==> src/vbadt_pkg.sv <==
// Purpose: Constants and types for the VBUS attach detect timer block
// Assumes: 100 MHz system clock, 32.768 kHz tick supplied as an enable
// Notes:   Shared by the design and its bench
`default_nettype none
package vbadt_pkg;
  localparam int unsigned CLK_HZ          = 100_000_000;
  localparam int unsigned LVL_DEB_MS      = 30;
  localparam int unsigned LVL_DEB_CYC     = (CLK_HZ / 1000) * LVL_DEB_MS;
  localparam int unsigned ADP_DEB_US      = 30;
  localparam int unsigned ADP_DEB_CYC     = (CLK_HZ / 1_000_000) * ADP_DEB_US;
  localparam int unsigned NUM_LVL         = 5;
  localparam logic [7:0]  CNT_MAX         = 8'hFF;
  localparam logic [7:0]  LIMIT_RST       = 8'h00;
  localparam int unsigned SINK_TICKS      = 16;
  localparam int unsigned SNS_TIMEOUT_TKS = 2048;
  localparam int unsigned PROBE_PER_TKS   = 1024;

  typedef enum logic [1:0] {
    VBADT_MODE_OFF   = 2'h0,
    VBADT_MODE_SENSE = 2'h1,
    VBADT_MODE_PRB_A = 2'h2,
    VBADT_MODE_PRB_B = 2'h3
  } vbadt_mode_t;

  // Level comparator flags
  typedef struct packed {
    logic a_device_bus_valid_flag;
    logic b_session_valid_flag;
    logic a_session_valid_flag;
    logic b_session_end_flag;
    logic otg2_session_valid_flag;
  } vbadt_lvl_t;

  // Attach protocol settings
  typedef struct packed {
    vbadt_mode_t attach_protocol_mode;
    logic [7:0]  rise_time_low_limit;
    logic [7:0]  rise_time_high_limit;
  } vbadt_cfg_t;
endpackage : vbadt_pkg
`default_nettype wire

==> src/vbadt_top.sv <==
// Purpose: VBUS debouncing, USB regulator gating and attach protocol engine
// Assumes: Comparator inputs synchronous; i_xtal_tick is a 32.768 kHz enable pulse
// Notes:   Level debounce is restart-on-change; outputs are registered
`default_nettype none
module vbadt_deb #(
  parameter int unsigned CYC = 3000
) (
  input  wire logic i_sys_clk,
  input  wire logic i_reset,
  input  wire logic i_in,
  output logic      o_out
);
  localparam int unsigned W = $clog2(CYC + 1);
  logic [W-1:0] cnt_q, cnt_d;
  logic         out_q, out_d;
  always_comb
  begin
    cnt_d = cnt_q;
    out_d = out_q;
    if (i_in == out_q)
      cnt_d = '0;
    else if (cnt_q == W'(CYC - 1))
    begin
      out_d = i_in;
      cnt_d = '0;
    end
    else
      cnt_d = cnt_q + W'(1);
  end
  always_ff @(posedge i_sys_clk or posedge i_reset)
  begin
    if (i_reset)
    begin
      cnt_q <= '0;
      out_q <= 1'b0;
    end
    else
    begin
      cnt_q <= cnt_d;
      out_q <= out_d;
    end
  end
  assign o_out = out_q;
endmodule : vbadt_deb

module vbadt_top
  import vbadt_pkg::*;
#(
  parameter int unsigned LVL_CYC = LVL_DEB_CYC,
  parameter int unsigned ADP_CYC = ADP_DEB_CYC,
  parameter int unsigned SNS_TKS = SNS_TIMEOUT_TKS,
  parameter int unsigned PER_TKS = PROBE_PER_TKS
) (
  // Clock and reset
  input  wire logic       i_sys_clk,
  input  wire logic       i_reset,
  input  wire logic       i_xtal_tick,
  // Analog comparator inputs
  input  wire logic       i_vbus_wakeup_cmp,
  input  wire vbadt_pkg::vbadt_lvl_t i_lvl,
  input  wire logic       i_probing_comparator,
  input  wire logic       i_sensing_comparator,
  input  wire logic       i_vbus_overvoltage,
  // Power and host control
  input  wire logic       i_precharge,
  input  wire logic       i_power_on_reset_out,
  input  wire logic       i_system_on,
  input  wire logic       i_regulator_auto_control_disable,
  input  wire logic       i_usb_regulator_state_reg_wr,
  input  wire logic       i_usb_regulator_state_reg_en,
  input  wire logic       i_wakeup_mask,
  input  wire vbadt_pkg::vbadt_cfg_t i_cfg,
  // Outputs
  output logic            o_usb_regulator_en,
  output logic            o_charger_mid_node_switch_closed,
  output logic            o_wakeup_irq,
  output vbadt_pkg::vbadt_lvl_t o_lvl_deb,
  output vbadt_pkg::vbadt_lvl_t o_lvl_irq,
  output logic            o_probe_current_sink_en,
  output logic            o_probe_current_source_en,
  output logic [7:0]      o_measured_rise_time,
  output logic [7:0]      o_rise_time_low_limit,
  output logic [7:0]      o_rise_time_high_limit,
  output logic            o_attach_irq
);
  import vbadt_pkg::*;

  typedef enum logic [1:0] {ST_IDLE, ST_SINK, ST_CHARGE, ST_WAIT} vbadt_st_t;

  localparam int unsigned TW = 12;

  logic [NUM_LVL-1:0] lvl_deb;
  logic prb_s1, prb_s2, sns_s1, sns_s2;

  // Level flag debounce
  genvar g;
  generate
    for (g = 0; g < NUM_LVL; g++)
    begin : g_lvl
      vbadt_deb #(.CYC(LVL_CYC)) u_deb (
        .i_sys_clk (i_sys_clk),
        .i_reset   (i_reset),
        .i_in      (i_lvl[g]),
        .o_out     (lvl_deb[g])
      );
    end
  endgenerate

  // Two-stage attach comparator debounce
  vbadt_deb #(.CYC(ADP_CYC)) u_prb1 (.i_sys_clk(i_sys_clk), .i_reset(i_reset),
    .i_in(i_probing_comparator), .o_out(prb_s1));
  vbadt_deb #(.CYC(ADP_CYC)) u_prb2 (.i_sys_clk(i_sys_clk), .i_reset(i_reset),
    .i_in(prb_s1), .o_out(prb_s2));
  vbadt_deb #(.CYC(ADP_CYC)) u_sns1 (.i_sys_clk(i_sys_clk), .i_reset(i_reset),
    .i_in(i_sensing_comparator), .o_out(sns_s1));
  vbadt_deb #(.CYC(ADP_CYC)) u_sns2 (.i_sys_clk(i_sys_clk), .i_reset(i_reset),
    .i_in(sns_s1), .o_out(sns_s2));

  // Regulator and power state
  logic reg_en_q, reg_en_d, auto_q, auto_d, wake_q, wake_d;
  logic sw_q, sw_d, wirq_q, wirq_d;
  logic [NUM_LVL-1:0] ldeb_q, ldeb_d, lirq_q, lirq_d;

  always_comb
  begin
    auto_d   = auto_q;
    reg_en_d = reg_en_q;
    wake_d   = i_vbus_wakeup_cmp;
    if (i_usb_regulator_state_reg_wr)
    begin
      auto_d   = 1'b0;
      reg_en_d = i_usb_regulator_state_reg_en;
    end
    else if (auto_q && !i_regulator_auto_control_disable)
      reg_en_d = i_vbus_wakeup_cmp;
    else if (!i_power_on_reset_out && i_precharge && i_vbus_wakeup_cmp)
      reg_en_d = 1'b1;
    else if (!i_system_on && i_vbus_wakeup_cmp)
      reg_en_d = reg_en_q;
    sw_d   = !i_vbus_overvoltage;
    wirq_d = (wake_d != wake_q) && !i_wakeup_mask;
    ldeb_d = lvl_deb;
    lirq_d = ldeb_q ^ lvl_deb;
  end

  always_ff @(posedge i_sys_clk or posedge i_reset)
  begin
    if (i_reset)
    begin
      auto_q   <= 1'b1;
      reg_en_q <= 1'b0;
      wake_q   <= 1'b0;
      sw_q     <= 1'b0;
      wirq_q   <= 1'b0;
      ldeb_q   <= '0;
      lirq_q   <= '0;
    end
    else
    begin
      auto_q   <= auto_d;
      reg_en_q <= reg_en_d;
      wake_q   <= wake_d;
      sw_q     <= sw_d;
      wirq_q   <= wirq_d;
      ldeb_q   <= ldeb_d;
      lirq_q   <= lirq_d;
    end
  end

  // Attach protocol engine
  vbadt_st_t  st_q, st_d;
  logic [TW-1:0] tmr_q, tmr_d;
  logic [7:0] cnt_q, cnt_d, rise_q, rise_d, lo_q, lo_d, hi_q, hi_d;
  logic       snk_q, snk_d, src_q, src_d, airq_q, airq_d, sns_prev_q;
  logic       probing;

  assign probing = i_cfg.attach_protocol_mode[1];

  always_comb
  begin
    st_d   = st_q;
    tmr_d  = tmr_q;
    cnt_d  = cnt_q;
    rise_d = rise_q;
    lo_d   = i_cfg.rise_time_low_limit;
    hi_d   = i_cfg.rise_time_high_limit;
    snk_d  = 1'b0;
    src_d  = src_q;
    airq_d = 1'b0;
    if (i_cfg.attach_protocol_mode == VBADT_MODE_OFF)
    begin
      st_d   = ST_IDLE;
      tmr_d  = '0;
      cnt_d  = LIMIT_RST;
      rise_d = LIMIT_RST;
      lo_d   = LIMIT_RST;
      hi_d   = LIMIT_RST;
      src_d  = 1'b0;
    end
    else if (!probing)
    begin
      st_d  = ST_IDLE;
      src_d = 1'b0;
      if ((sns_s2 && !sns_prev_q) || st_q != ST_IDLE)
        tmr_d = '0;
      else if (i_xtal_tick)
      begin
        if (tmr_q == TW'(SNS_TKS - 1))
        begin
          airq_d = 1'b1;
          tmr_d  = '0;
        end
        else
          tmr_d = tmr_q + TW'(1);
      end
    end
    else
    begin
      case (st_q)
        ST_IDLE:
        begin
          st_d  = ST_SINK;
          tmr_d = '0;
          cnt_d = '0;
          src_d = 1'b0;
        end
        ST_SINK:
        begin
          snk_d = 1'b1;
          if (i_xtal_tick)
          begin
            if (tmr_q == TW'(SINK_TICKS - 1))
            begin
              st_d  = ST_CHARGE;
              snk_d = 1'b0;
              src_d = 1'b1;
            end
            tmr_d = tmr_q + TW'(1);
          end
        end
        ST_CHARGE:
        begin
          if (prb_s2 || cnt_q == CNT_MAX)
          begin
            st_d   = ST_WAIT;
            src_d  = !prb_s2 && src_q;
            rise_d = cnt_q;
            airq_d = (cnt_q < lo_q) || (cnt_q > hi_q);
          end
          else if (i_xtal_tick)
            cnt_d = cnt_q + 8'h01;
          if (i_xtal_tick)
            tmr_d = tmr_q + TW'(1);
        end
        default:
        begin
          if (prb_s2)
            src_d = 1'b0;
          if (i_xtal_tick)
          begin
            if (tmr_q >= TW'(PER_TKS - 1))
              st_d = ST_IDLE;
            tmr_d = tmr_q + TW'(1);
          end
        end
      endcase
    end
  end

  always_ff @(posedge i_sys_clk or posedge i_reset)
  begin
    if (i_reset)
    begin
      st_q       <= ST_IDLE;
      tmr_q      <= '0;
      cnt_q      <= '0;
      rise_q     <= LIMIT_RST;
      lo_q       <= LIMIT_RST;
      hi_q       <= LIMIT_RST;
      snk_q      <= 1'b0;
      src_q      <= 1'b0;
      airq_q     <= 1'b0;
      sns_prev_q <= 1'b0;
    end
    else
    begin
      st_q       <= st_d;
      tmr_q      <= tmr_d;
      cnt_q      <= cnt_d;
      rise_q     <= rise_d;
      lo_q       <= lo_d;
      hi_q       <= hi_d;
      snk_q      <= snk_d;
      src_q      <= src_d;
      airq_q     <= airq_d;
      sns_prev_q <= sns_s2;
    end
  end

  assign o_usb_regulator_en               = reg_en_q;
  assign o_charger_mid_node_switch_closed = sw_q;
  assign o_wakeup_irq                     = wirq_q;
  assign o_lvl_deb                        = ldeb_q;
  assign o_lvl_irq                        = lirq_q;
  assign o_probe_current_sink_en          = snk_q;
  assign o_probe_current_source_en        = src_q;
  assign o_measured_rise_time             = rise_q;
  assign o_rise_time_low_limit            = lo_q;
  assign o_rise_time_high_limit           = hi_q;
  assign o_attach_irq                     = airq_q;

  // Checks
  property p_off_clears;
    @(posedge i_sys_clk) disable iff (i_reset)
    (i_cfg.attach_protocol_mode == VBADT_MODE_OFF) |=> (rise_q == 8'h00 && lo_q == 8'h00);
  endproperty
  a_off_clears: assert property (p_off_clears) else $error("fields not cleared");
  property p_no_overlap;
    @(posedge i_sys_clk) disable iff (i_reset) !(snk_q && src_q);
  endproperty
  a_no_overlap: assert property (p_no_overlap) else $error("sink and source both on");
  property p_sat;
    @(posedge i_sys_clk) disable iff (i_reset) (st_q == ST_CHARGE && cnt_q == CNT_MAX)
      |=> (rise_q == CNT_MAX);
  endproperty
  a_sat: assert property (p_sat) else $error("count not held at max");
  property p_ovp;
    @(posedge i_sys_clk) disable iff (i_reset) i_vbus_overvoltage |=> !sw_q;
  endproperty
  a_ovp: assert property (p_ovp) else $error("switch not opened");
  property p_mask;
    @(posedge i_sys_clk) disable iff (i_reset) i_wakeup_mask |=> !wirq_q;
  endproperty
  a_mask: assert property (p_mask) else $error("masked wake event");
  property p_src_stop;
    @(posedge i_sys_clk) disable iff (i_reset) (st_q == ST_CHARGE && prb_s2) |=> !src_q;
  endproperty
  a_src_stop: assert property (p_src_stop) else $error("source left on");
  property p_wr;
    @(posedge i_sys_clk) disable iff (i_reset) i_usb_regulator_state_reg_wr
      |=> (reg_en_q == $past(i_usb_regulator_state_reg_en));
  endproperty
  a_wr: assert property (p_wr) else $error("write did not set regulator");
  property p_lim;
    @(posedge i_sys_clk) disable iff (i_reset) (st_q == ST_CHARGE && prb_s2 && cnt_q < lo_q)
      |=> o_attach_irq;
  endproperty
  a_lim: assert property (p_lim) else $error("limit interrupt missing");
  c_probe: cover property (@(posedge i_sys_clk) st_q == ST_CHARGE ##1 st_q == ST_WAIT);
  c_sense: cover property (@(posedge i_sys_clk) !probing && airq_q);
  c_sat:   cover property (@(posedge i_sys_clk) cnt_q == CNT_MAX);
endmodule : vbadt_top
`default_nettype wire

==> config.mk <==
export PLATFORM = sky130hd
export DESIGN_NAME = vbadt_top
export DESIGN_NICKNAME = d
export VERILOG_FILES = /design/src/vbadt_pkg.sv /design/src/vbadt_top.sv
export SDC_FILE = /design/constraint.sdc
export NUM_CORES = 1
export LEC_CHECK = 0
export BUFFER_PORTS_ARGS = -buffer_cell sky130_fd_sc_hd__buf_4
export CORE_MARGIN = 10
export CORE_UTILIZATION = 50
export DETAILED_ROUTE_END_ITERATION = 8
export PLACE_DENSITY = 0.76
export SYNTH_ARGS = -nofsm -noshare
export SYNTH_HDL_FRONTEND = slang
export SYNTH_SLANG_ARGS = --single-unit
==> constraint.sdc <==
create_clock -name i_sys_clk -period 12.2 [get_ports i_sys_clk]
set_input_delay 0.61 -clock i_sys_clk [delete_from_list [all_inputs] [get_ports i_sys_clk]]
set_output_delay 0.61 -clock i_sys_clk [all_outputs]
set_load 0.05 [all_outputs]
* Word-level counts from Yosys, hierarchy flattened *
Index checks and enable logic that the tools add are counted.

cells by class
  add/subtract/negate cells = 11
  magnitude comparators = 3
  equal/unequal tests = 33
  multiplexer cells = 66
  bitwise logic cells = 10
  reduce and logical (&&, ||, !) cells = 38

operators with widths
  cell                     number
  $mux W22                 10
  $mux W12                 15
  $add A22 B1 Y22 const B  5
  $eq A22 B22 Y1 const B   5
  $mux W8                  10
  $add A12 B1 Y12 const B  5
  $eq A12 B12 Y1 const B   4
  $mux W1                  21
  $reduce_and A2 Y1        10
  $pmux W8 S2              1
  $mux W2                  7
  $eq A12 B11 Y1 const B   1
  $eq A12 B4 Y1 const B    1
  $ge A12 B10 Y1 const B   1
  $ne A4 B4 Y1 const B     3
  $ne A6 B1 Y1 const B     2
  $eq A1 B1 Y1             9
  $not A1 Y1               9
  $add A8 B1 Y8 const B    1
  $eq A8 B8 Y1 const B     1
  $gt A8 B8 Y1             1
  $lt A8 B8 Y1             1
  $reduce_and A4 Y1        2
  $reduce_bool A2 Y1       4
  17 further kinds         32

word-level totals
  bits in registers = 232
  bits of input ports = 37
  output and inout port bits = 40
  word-level logic and storage cells = 196

* Longest topological paths before layout *
Gate-level depths: netlist of run 1.

  depth in word-level cells = 6
  depth in mapped cells = 8

* Modules after synthesis *
A second synthesis of run 1 with hierarchy kept.

second synthesis, totals
  cell total of the unflattened synthesis = 1184
  area total of the unflattened synthesis = 11845.1 um^2

modules (own cells, without submodules)
  module                           instances  cells each  area each (um^2)  sequential area each (um^2)
  vbadt_deb at g_lvl[0].u_deb ...  5          121         1187.4            575.6
  vbadt_top                        1          323         3250.6            1627.8
  vbadt_deb at u_prb1 ...          4          64          664.4             325.3

* Worst setup path before layout of run 1 *
No wires, ideal clock.

  path type = in2reg
  from = input i_xtal_tick
  to = register st_q[0]
  setup time = 0.124 ns
  data arrival time = 1.805 ns
  data required time = 12.076 ns
  path slack = 10.271 ns
  cell stages on the path = 5
  buffers on the path = 0
  cells stage by stage = or4b_1 nor3_2 a31oi_2 a31o_4 a211o_1

between the ends
  cells in the longest elaborated chain, start to end = 2
  elaborated cells on any way between the ends = 3
  those cells by class = eq/ne: 2; reduce/logical: 1

RTL lines
  what                                                           RTL line          source
  from (decl)                                                    vbadt_top.sv:57   input wire logic i_xtal_tick,
  $ne A5 B2 Y1 (no line) / $ne A4 B4 Y1 (equally long branches)  --
  $reduce_and A5 Y1 (no line) (*)                                --
  to (signal assigned)                                           vbadt_top.sv:287  st_q <= st_d;
  to (decl)                                                      vbadt_top.sv:171  vbadt_st_t st_q, st_d;

Every way passes the cells marked *; elsewhere a longest branch is shown, timed or not.
A chain may end at the register's enable or synchronous reset.

* Worst setup path in the final report of run 1 *
  from = register g_lvl[1].u_deb.cnt_q[12]
  to = register g_lvl[1].u_deb.cnt_q[8]

between the ends
  cells in the longest elaborated chain, start to end = 3

RTL lines
  what                               RTL line         source
  from (decl)                        vbadt_top.sv:14  logic [W-1:0] cnt_q, cnt_d;
  from (signal assigned)             vbadt_top.sv:39  cnt_q <= cnt_d;
  $eq A22 B22 Y1                     vbadt_top.sv:22  else if (cnt_q == W'(CYC - 1))
  $mux W22                           vbadt_top.sv:22
  $mux W22                           vbadt_top.sv:20  if (i_in == out_q)
  named net g_lvl[1].u_deb.cnt_d[8]  vbadt_top.sv:14

The timed path passes the listed nets, and every way through them passes these cells.

==> results of run 1 <==
[worst max-delay path: stages (launching register included)]
cell and delay, ns:
dfrtp_1 0.43, nor4_1 0.28, nand3_1 0.12, nor4_1 0.36
or2_0 0.95, nor2_1 0.13
[worst paths after layout]
| path | start | end |
|---|---|---|
| setup / recovery | g_lvl[1].u_deb.cnt_q[12] | g_lvl[1].u_deb.cnt_q[8] |
| min in group i_sys_clk | i_vbus_wakeup_cmp | wake_q |
| hold reg to reg | u_sns1.cnt_q[0] | u_sns1.cnt_q[0] |
| setup reg to reg | g_lvl[1].u_deb.cnt_q[12] | g_lvl[1].u_deb.cnt_q[8] |
| max in group asynchronous | i_reset | o_rise_time_low_limit[7] |
| hold / removal | i_reset | g_lvl[1].u_deb.cnt_q[1] |
[area by class of cell]
cell class / instances / area share, %
clock inverter: 15 / 1.45
sequential: 232 / 45.6
timing repair buffer: 78 / 4.60
tap: 280 / 2.75
clock buffer: 33 / 5.72
inverter: 39 / 1.21
multi-input combinational: 815 / 38.7
[layer usage]
metal	vias up	part of all wire, %	track usage [%]	routed length, um
met1	3821	47	19.4	9760
li1	3918	-	-	-
met5	-	0	0	0
met4	0	1.7	4.28	343
met2	149	47	23.9	9690
met3	27	4.6	2.79	954
[through the flow]
| step | area, um2 | setup slack [ns] |
|---|---|---|
| final | 12700 | 9.76 |
| after global routing | 12700 | 9.47 |
| after CTS | 12700 | 9.71 |
| after detailed placement | 11800 | 9.71 |
| after global placement | 11800 | 9.78 |
| after floorplan | 11000 | 5.23 |
[report_power, final]
part           total (W)  switching, W  leakage (nW)  internal, W
clock network   0.000813      0.000306         0.454     0.000507
logic           0.000165      0.000109          2.17    0.0000559
registers       0.000808     0.0000188          3.17     0.000789
[sequential cells by signal, indices dropped and copies added, names as in the netlist, 8 cells and up]
name and cells:
cnt_q 8, g_lvl.u_deb.cnt_q 110, o_measured_rise_time 8, o_rise_time_high_limit 8, o_rise_time_low_limit 8, tmr_q 12, u_prb1.cnt_q 12, u_prb2.cnt_q 12
u_sns1.cnt_q 12, u_sns2.cnt_q 12
[logic make-up after synthesis]
group	share of synthesized area, %
adders and majority gates	3.30
DFF	52.8
and+or+nand+nor	24.0
xor gates and xnor gates	12.5
AOI/OAI and AO/OA	3.89
buffers and inverters	2.46
muxes	1.10
[cell usage in the layout (no fill, tap or decap), types with 19 or more instances in the layout]
master     Yosys  routed
nand4_1       38      38
ha_1          29      29
nand2_1       93      93
inv_1         39      38
clkbuf_16      0      27
and3_1        31      31
nand3_1       74      74
and2_1        19      19
dfrtp_1      231     231
xnor2_1       52      52
o21ai_0       39      38
buf_4          0      78
xor2_1       105     105
nor2_1       209     209
==> results.sh, run 1 <==
export IMPL_htree_levels=1
export IMPL_setup_viol=0
export IMPL_maxCapViolCount=0
export IMPL_grt_overflow=0
export IMPL_netlist_instances=1113
export IMPL_synth_area_leaders="dfrtp_1 53%, xor2_1 8.4%, nor2_1 7.1%"
export IMPL_cts_root_buf="clkbuf_16"
export IMPL_multi_input_area_mm2=0.00493
export IMPL_async_flop_share_pct=100
export IMPL_path_class="register to register"
export IMPL_end_kind="register"
export IMPL_track_usage_pct=14.6
export IMPL_peakVddDrop_mv=0.0880
export IMPL_first_global_vias=7964
export IMPL_cp_max_fo=22
export IMPL_clk_pin_slew_worst_paths_ns=0.06
export IMPL_p_leak_nw=5.79
export IMPL_min_period_ns=2.44
export IMPL_initial_utilization_pct=50.6
export IMPL_hold_class="input port to asynchronous set/reset pin"
export IMPL_antenna_found_initial=0
export IMPL_viasPerCell=5.30
export IMPL_hold_viol_final=0
export IMPL_antenna_left=0
export IMPL_post_cts_buffers=0
export IMPL_syn_avg_cell_area_um2=9.89
export IMPL_grt_pass1_wl_um=36700
export IMPL_tightestPinTransition_ns=1.19
export IMPL_worstSkewPairLatency_ns=0.52
export IMPL_port_buffers=75
export IMPL_tritoncts="built"
export IMPL_cts_sinks=232
export IMPL_cts_hold_buf=0
export IMPL_die_h_um=168
export IMPL_yosys_area_top_type="dfrtp_1"
export IMPL_rsz0062_at_grt="no"
export IMPL_hpwl_um=13900
export IMPL_required_ns=12.56
export IMPL_core_area_mm2=0.0218
export IMPL_fill_cells=1813
export IMPL_drc_errors=0
export IMPL_grt_max_degree=114
export IMPL_cp_start_kind="register"
export IMPL_finalSetupTns_ns=0
export IMPL_synth_edf_count=0
export IMPL_synth_nets=1179
export IMPL_die_w_um=168
export IMPL_synth_flop_cell="dfrtp_1"
export IMPL_synthTopCellsByCount="231 x dfrtp_1, 209 x nor2_1, 105 x xor2_1"
export IMPL_finalCritPeriodShare_pct=20.0
export IMPL_ioPinCount=77
export IMPL_synth_top_cell_area_share_pct=52.5
export IMPL_dr_pass1_iters=6
export IMPL_utilization_pct=58.5
export IMPL_fmax_ghz=0.410
export IMPL_slew_viol_final=0
export IMPL_totalWireLength_um=20700
export IMPL_cts_resized=0
export IMPL_drt_iter0_drc=509
export IMPL_synth_most_common_cell="dfrtp_1"
export IMPL_gp_congestion=0.845
export IMPL_hold_slack_ns=0.197
export IMPL_r2r_cells=5
export IMPL_synth_seq_cells=232
export IMPL_rows=54
export IMPL_syn_area_mm2=0.0110
export IMPL_synth_seq_area_share_pct=52.8
export IMPL_drive_gt1_share_pct=12.5
export IMPL_status="completed"
export IMPL_nNetsFinal=1258
export IMPL_routedWlPerCell_um=13.9
export IMPL_ys_warn_count=0
export IMPL_dieArea_mm2=0.0283
export IMPL_rrSetupSlack_ns=9.76
export IMPL_dpl_cell_count=1444
export IMPL_layout_cells_non_filler=1492
export IMPL_area_growth_pct=15.7
export IMPL_p_total_w=0.00179
export IMPL_pwr_density_cell_mw_per_mm2=140
export IMPL_worst_clock_skew_ns=0.0115
export IMPL_clockBufferDepth=3
export IMPL_diodes=0
export IMPL_critPathArrivalTime_ns=2.79
export IMPL_vias=7915
export IMPL_max_slew_margin_pct=20.6
export IMPL_cts_buffers=26
export IMPL_ys_types=53
export IMPL_seqCellArea_mm2=0.00581
Note: power is estimated with default switching activity, not from simulation.
==> run 2: changes to the inputs <==
--- a/config.mk
+++ b/config.mk
@@ -5,11 +5,12 @@
 export SDC_FILE = /design/constraint.sdc
 export NUM_CORES = 1
 export LEC_CHECK = 0
+export ABC_AREA = 1
 export BUFFER_PORTS_ARGS = -buffer_cell sky130_fd_sc_hd__buf_4
 export CORE_MARGIN = 10
 export CORE_UTILIZATION = 50
 export DETAILED_ROUTE_END_ITERATION = 8
-export PLACE_DENSITY = 0.76
+export PLACE_DENSITY = 0.78
 export SYNTH_ARGS = -nofsm -noshare
 export SYNTH_HDL_FRONTEND = slang
 export SYNTH_SLANG_ARGS = --single-unit
==> constraint.sdc (replaced) <==
create_clock -name i_sys_clk -period 2.24 [get_ports i_sys_clk]
set_input_delay 0.112 -clock i_sys_clk [delete_from_list [all_inputs] [get_ports i_sys_clk]]
set_output_delay 0.112 -clock i_sys_clk [all_outputs]
set_load 0.05 [all_outputs]
==> run 2 against run 1 <==
Effect of this change: total power grew to 5.7 times the previous value; count of clock-buffer cells in the layout is 2 higher; combinational power grew to 6.6 times the previous value; clock skew is 0.0048 ns lower; die area is 13% higher; first-iteration DRC count is 50% higher; largest cell class is now multi-input gates.
==> results.sh, run 2 <==
export IMPL_gp_congestion=0.927
export IMPL_layout_cells_non_filler=2085
export IMPL_totalWireLength_um=27800
export IMPL_fmax_ghz=0.530
export IMPL_hold_slack_ns=0.0837
export IMPL_track_usage_pct=17.3
export IMPL_cts_root_buf="clkbuf_16"
export IMPL_async_flop_share_pct=100
export IMPL_rows=58
export IMPL_largest_reg_flops=110
export IMPL_ioPinCount=77
export IMPL_synth_seq_cells=232
export IMPL_path_class="register to register"
export IMPL_yosys_area_top_type="dfrtp_1"
export IMPL_max_slew_margin_pct=59.3
export IMPL_hpwl_um=19900
export IMPL_ys_warn_count=0
export IMPL_initial_utilization_pct=50.5
export IMPL_slew_viol_final=0
export IMPL_p_leak_nw=6.82
export IMPL_syn_avg_cell_area_um2=7.87
export IMPL_synth_nets=1678
export IMPL_core_area_mm2=0.0251
export IMPL_critPathArrivalTime_ns=2.28
export IMPL_cts_hold_buf=32
export IMPL_drt_iter0_drc=764
export IMPL_dieArea_mm2=0.0321
export IMPL_first_global_vias=10309
export IMPL_clk_pin_slew_worst_paths_ns=0.06
export IMPL_cts_resized=0
export IMPL_cp_max_fo=8
export IMPL_synth_compound_area_share_pct=3.69
export IMPL_setup_viol=0
export IMPL_synth_top_family_by_area="simple AND/OR/NAND/NOR gates"
export IMPL_viasPerCell=5.09
export IMPL_antenna_found_initial=1
export IMPL_port_buffers=75
export IMPL_area_growth_pct=17.3
export IMPL_synthXorXnorAreaFrac_pct=5.52
export IMPL_synth_seq_area_share_pct=45.8
export IMPL_hold_class="input port to register"
export IMPL_synth_adder_area_share_pct=2.86
export IMPL_drc_errors=0
export IMPL_grt_overflow=0
export IMPL_die_h_um=179
export IMPL_routedWlPerCell_um=13.3
export IMPL_tritoncts="built"
export IMPL_grt_pass1_wl_um=47300
export IMPL_post_cts_buffers=0
export IMPL_status="completed"
export IMPL_synth_area_leaders="dfrtp_1 46%, nand2_1 9.7%, nor2_1 9.3%"
export IMPL_syn_area_mm2=0.0127
export IMPL_grt_max_degree=79
export IMPL_netlist_instances=1612
export IMPL_ys_types=44
export IMPL_clockBufferDepth=3
export IMPL_cts_buffers=26
export IMPL_largest_register="g_lvl.u_deb.cnt_q"
export IMPL_synth_most_common_cell="nand2_1"
export IMPL_final_common_cell="nand2_1"
export IMPL_maxCapViolCount=0
export IMPL_tightestPinTransition_ns=0.610
export IMPL_min_period_ns=1.89
export IMPL_design_area_mm2=0.0149
export IMPL_antenna_left=0
export IMPL_dpl_instance_area_mm2=0.0136
export IMPL_drive_gt1_share_pct=12.8
export IMPL_synth_edf_count=0
export IMPL_htree_levels=1
export IMPL_synthSimpleGateAreaFrac_pct=34.5
export IMPL_die_w_um=179
export IMPL_finalSetupTns_ns=0
export IMPL_hold_viol_final=0
export IMPL_synth_top_cell_area_share_pct=45.6
export IMPL_dpl_cell_count=2006
export IMPL_nNetsFinal=1802
export IMPL_vias=10613
export IMPL_rsz0062_at_grt="no"
export IMPL_end_kind="register"
export IMPL_finalCritPeriodShare_pct=84.3
export IMPL_peakVddDrop_mv=0.626
export IMPL_synth_flop_cell="dfrtp_1"
export IMPL_synth_mux_area_share_pct=0.0888
export IMPL_synthTopCellsByCount="327 x nand2_1, 313 x nor2_1, 231 x dfrtp_1"
export IMPL_cts_sinks=232
export IMPL_worst_clock_skew_ns=0.00672
export IMPL_worstSkewPairLatency_ns=0.53
export IMPL_required_ns=2.64
export IMPL_dr_pass1_iters=5
export IMPL_pwr_density_cell_mw_per_mm2=680
export IMPL_cp_start_kind="register"
export IMPL_layout_common_cells="327 x nand2_1, 313 x nor2_1, 231 x dfrtp_1"
[run 2: changes by cell type after synthesis, sizes merged, moves of 22 or more]
cell / previous run / this run
nor3b: 0 / 24
inv: 39 / 226
nor3: 17 / 48
and3: 34 / 3
nand3: 74 / 108
a21oi: 12 / 34
nand2: 93 / 356
nor2: 209 / 342
xor2: 105 / 62
xnor2: 52 / 18
[run 2: layer usage]
layer	track usage, %	wire length [um]	vias to the layer above
met2	29.7	13500	237
met1	21.9	12200	4986
met3	2.67	1360	59
li1	-	-	5331
met5	0	0	-
met4	5.53	751	0
[run 2: cells by family (layout without fill, tap and decap cells)]
family                   Yosys count  count (layout)
AO/OA/AOI/OAI                     87              87
XOR/XNOR                          80              80
adder cells (fa/ha/maj)           29              29
buffers and inverters            243             385
flip-flops                       232             232
multiplexers                       1               1
other                              0               1
AND/OR/NAND/NOR                  940             940
[run 2: critical path, cell delays in order (launching register included)]
cell and delay, ns:
dfrtp_1 0.44, ha_1 0.33, nand3_1 0.22, nor3_1 0.23, nand4_2 0.30, nand3_1 0.18
nor2_1 0.05
[run 2: cell type report]
type | count | area (um2)
Antenna cell | 1 | 2.50
Clock buffer | 35 | 756
Clock inverter | 11 | 185
Fill cell | 2219 | 10200
Inverter | 226 | 852
Multi-Input combinational cell | 1137 | 5920
Sequential cell | 232 | 5810
Tap cell | 330 | 413
Timing Repair Buffer | 113 | 953
[run 2: report_power, final]
group | internal (W) | total (W) | switching, W
combinational | 0.000354 | 0.00109 | 0.000736
clock | 0.00293 | 0.00463 | 0.00171
sequential | 0.00431 | 0.00440 | 0.0000966
total | 0.00759 | 0.0101 | 0.00254
[run 2: through the flow]
stage	utilization, %	setup WS, ns	total power, W
3_5_place_dp	54.3	0.400	0.00553
5_1_grt	59.3	0.178	0.0106
3_3_place_gp	54.3	0.470	0.00549
2_1_floorplan	-	-0.907	0.00524
4_1_cts	59.3	0.385	0.0102
6_report	59.3	0.352	0.0101
[run 2: path summary, 6_finish.rpt]
kind / slack, ns / depth (start not counted) / end / start
max: 0.35 / 6 / g_lvl[3].u_deb.cnt_q[21] / g_lvl[3].u_deb.cnt_q[0]
min: 0.08 / 5 / o_attach_irq / i_cfg[16]
max reg2reg: 0.35 / 6 / g_lvl[3].u_deb.cnt_q[21] / g_lvl[3].u_deb.cnt_q[0]
min reg2reg: 0.46 / 1 / u_prb2.cnt_q[0] / u_prb2.cnt_q[0]
max in group asynchronous: 1.30 / 4 / tmr_q[0] / i_reset
min in group asynchronous: 0.09 / 3 / g_lvl[3].u_deb.cnt_q[5] / i_reset
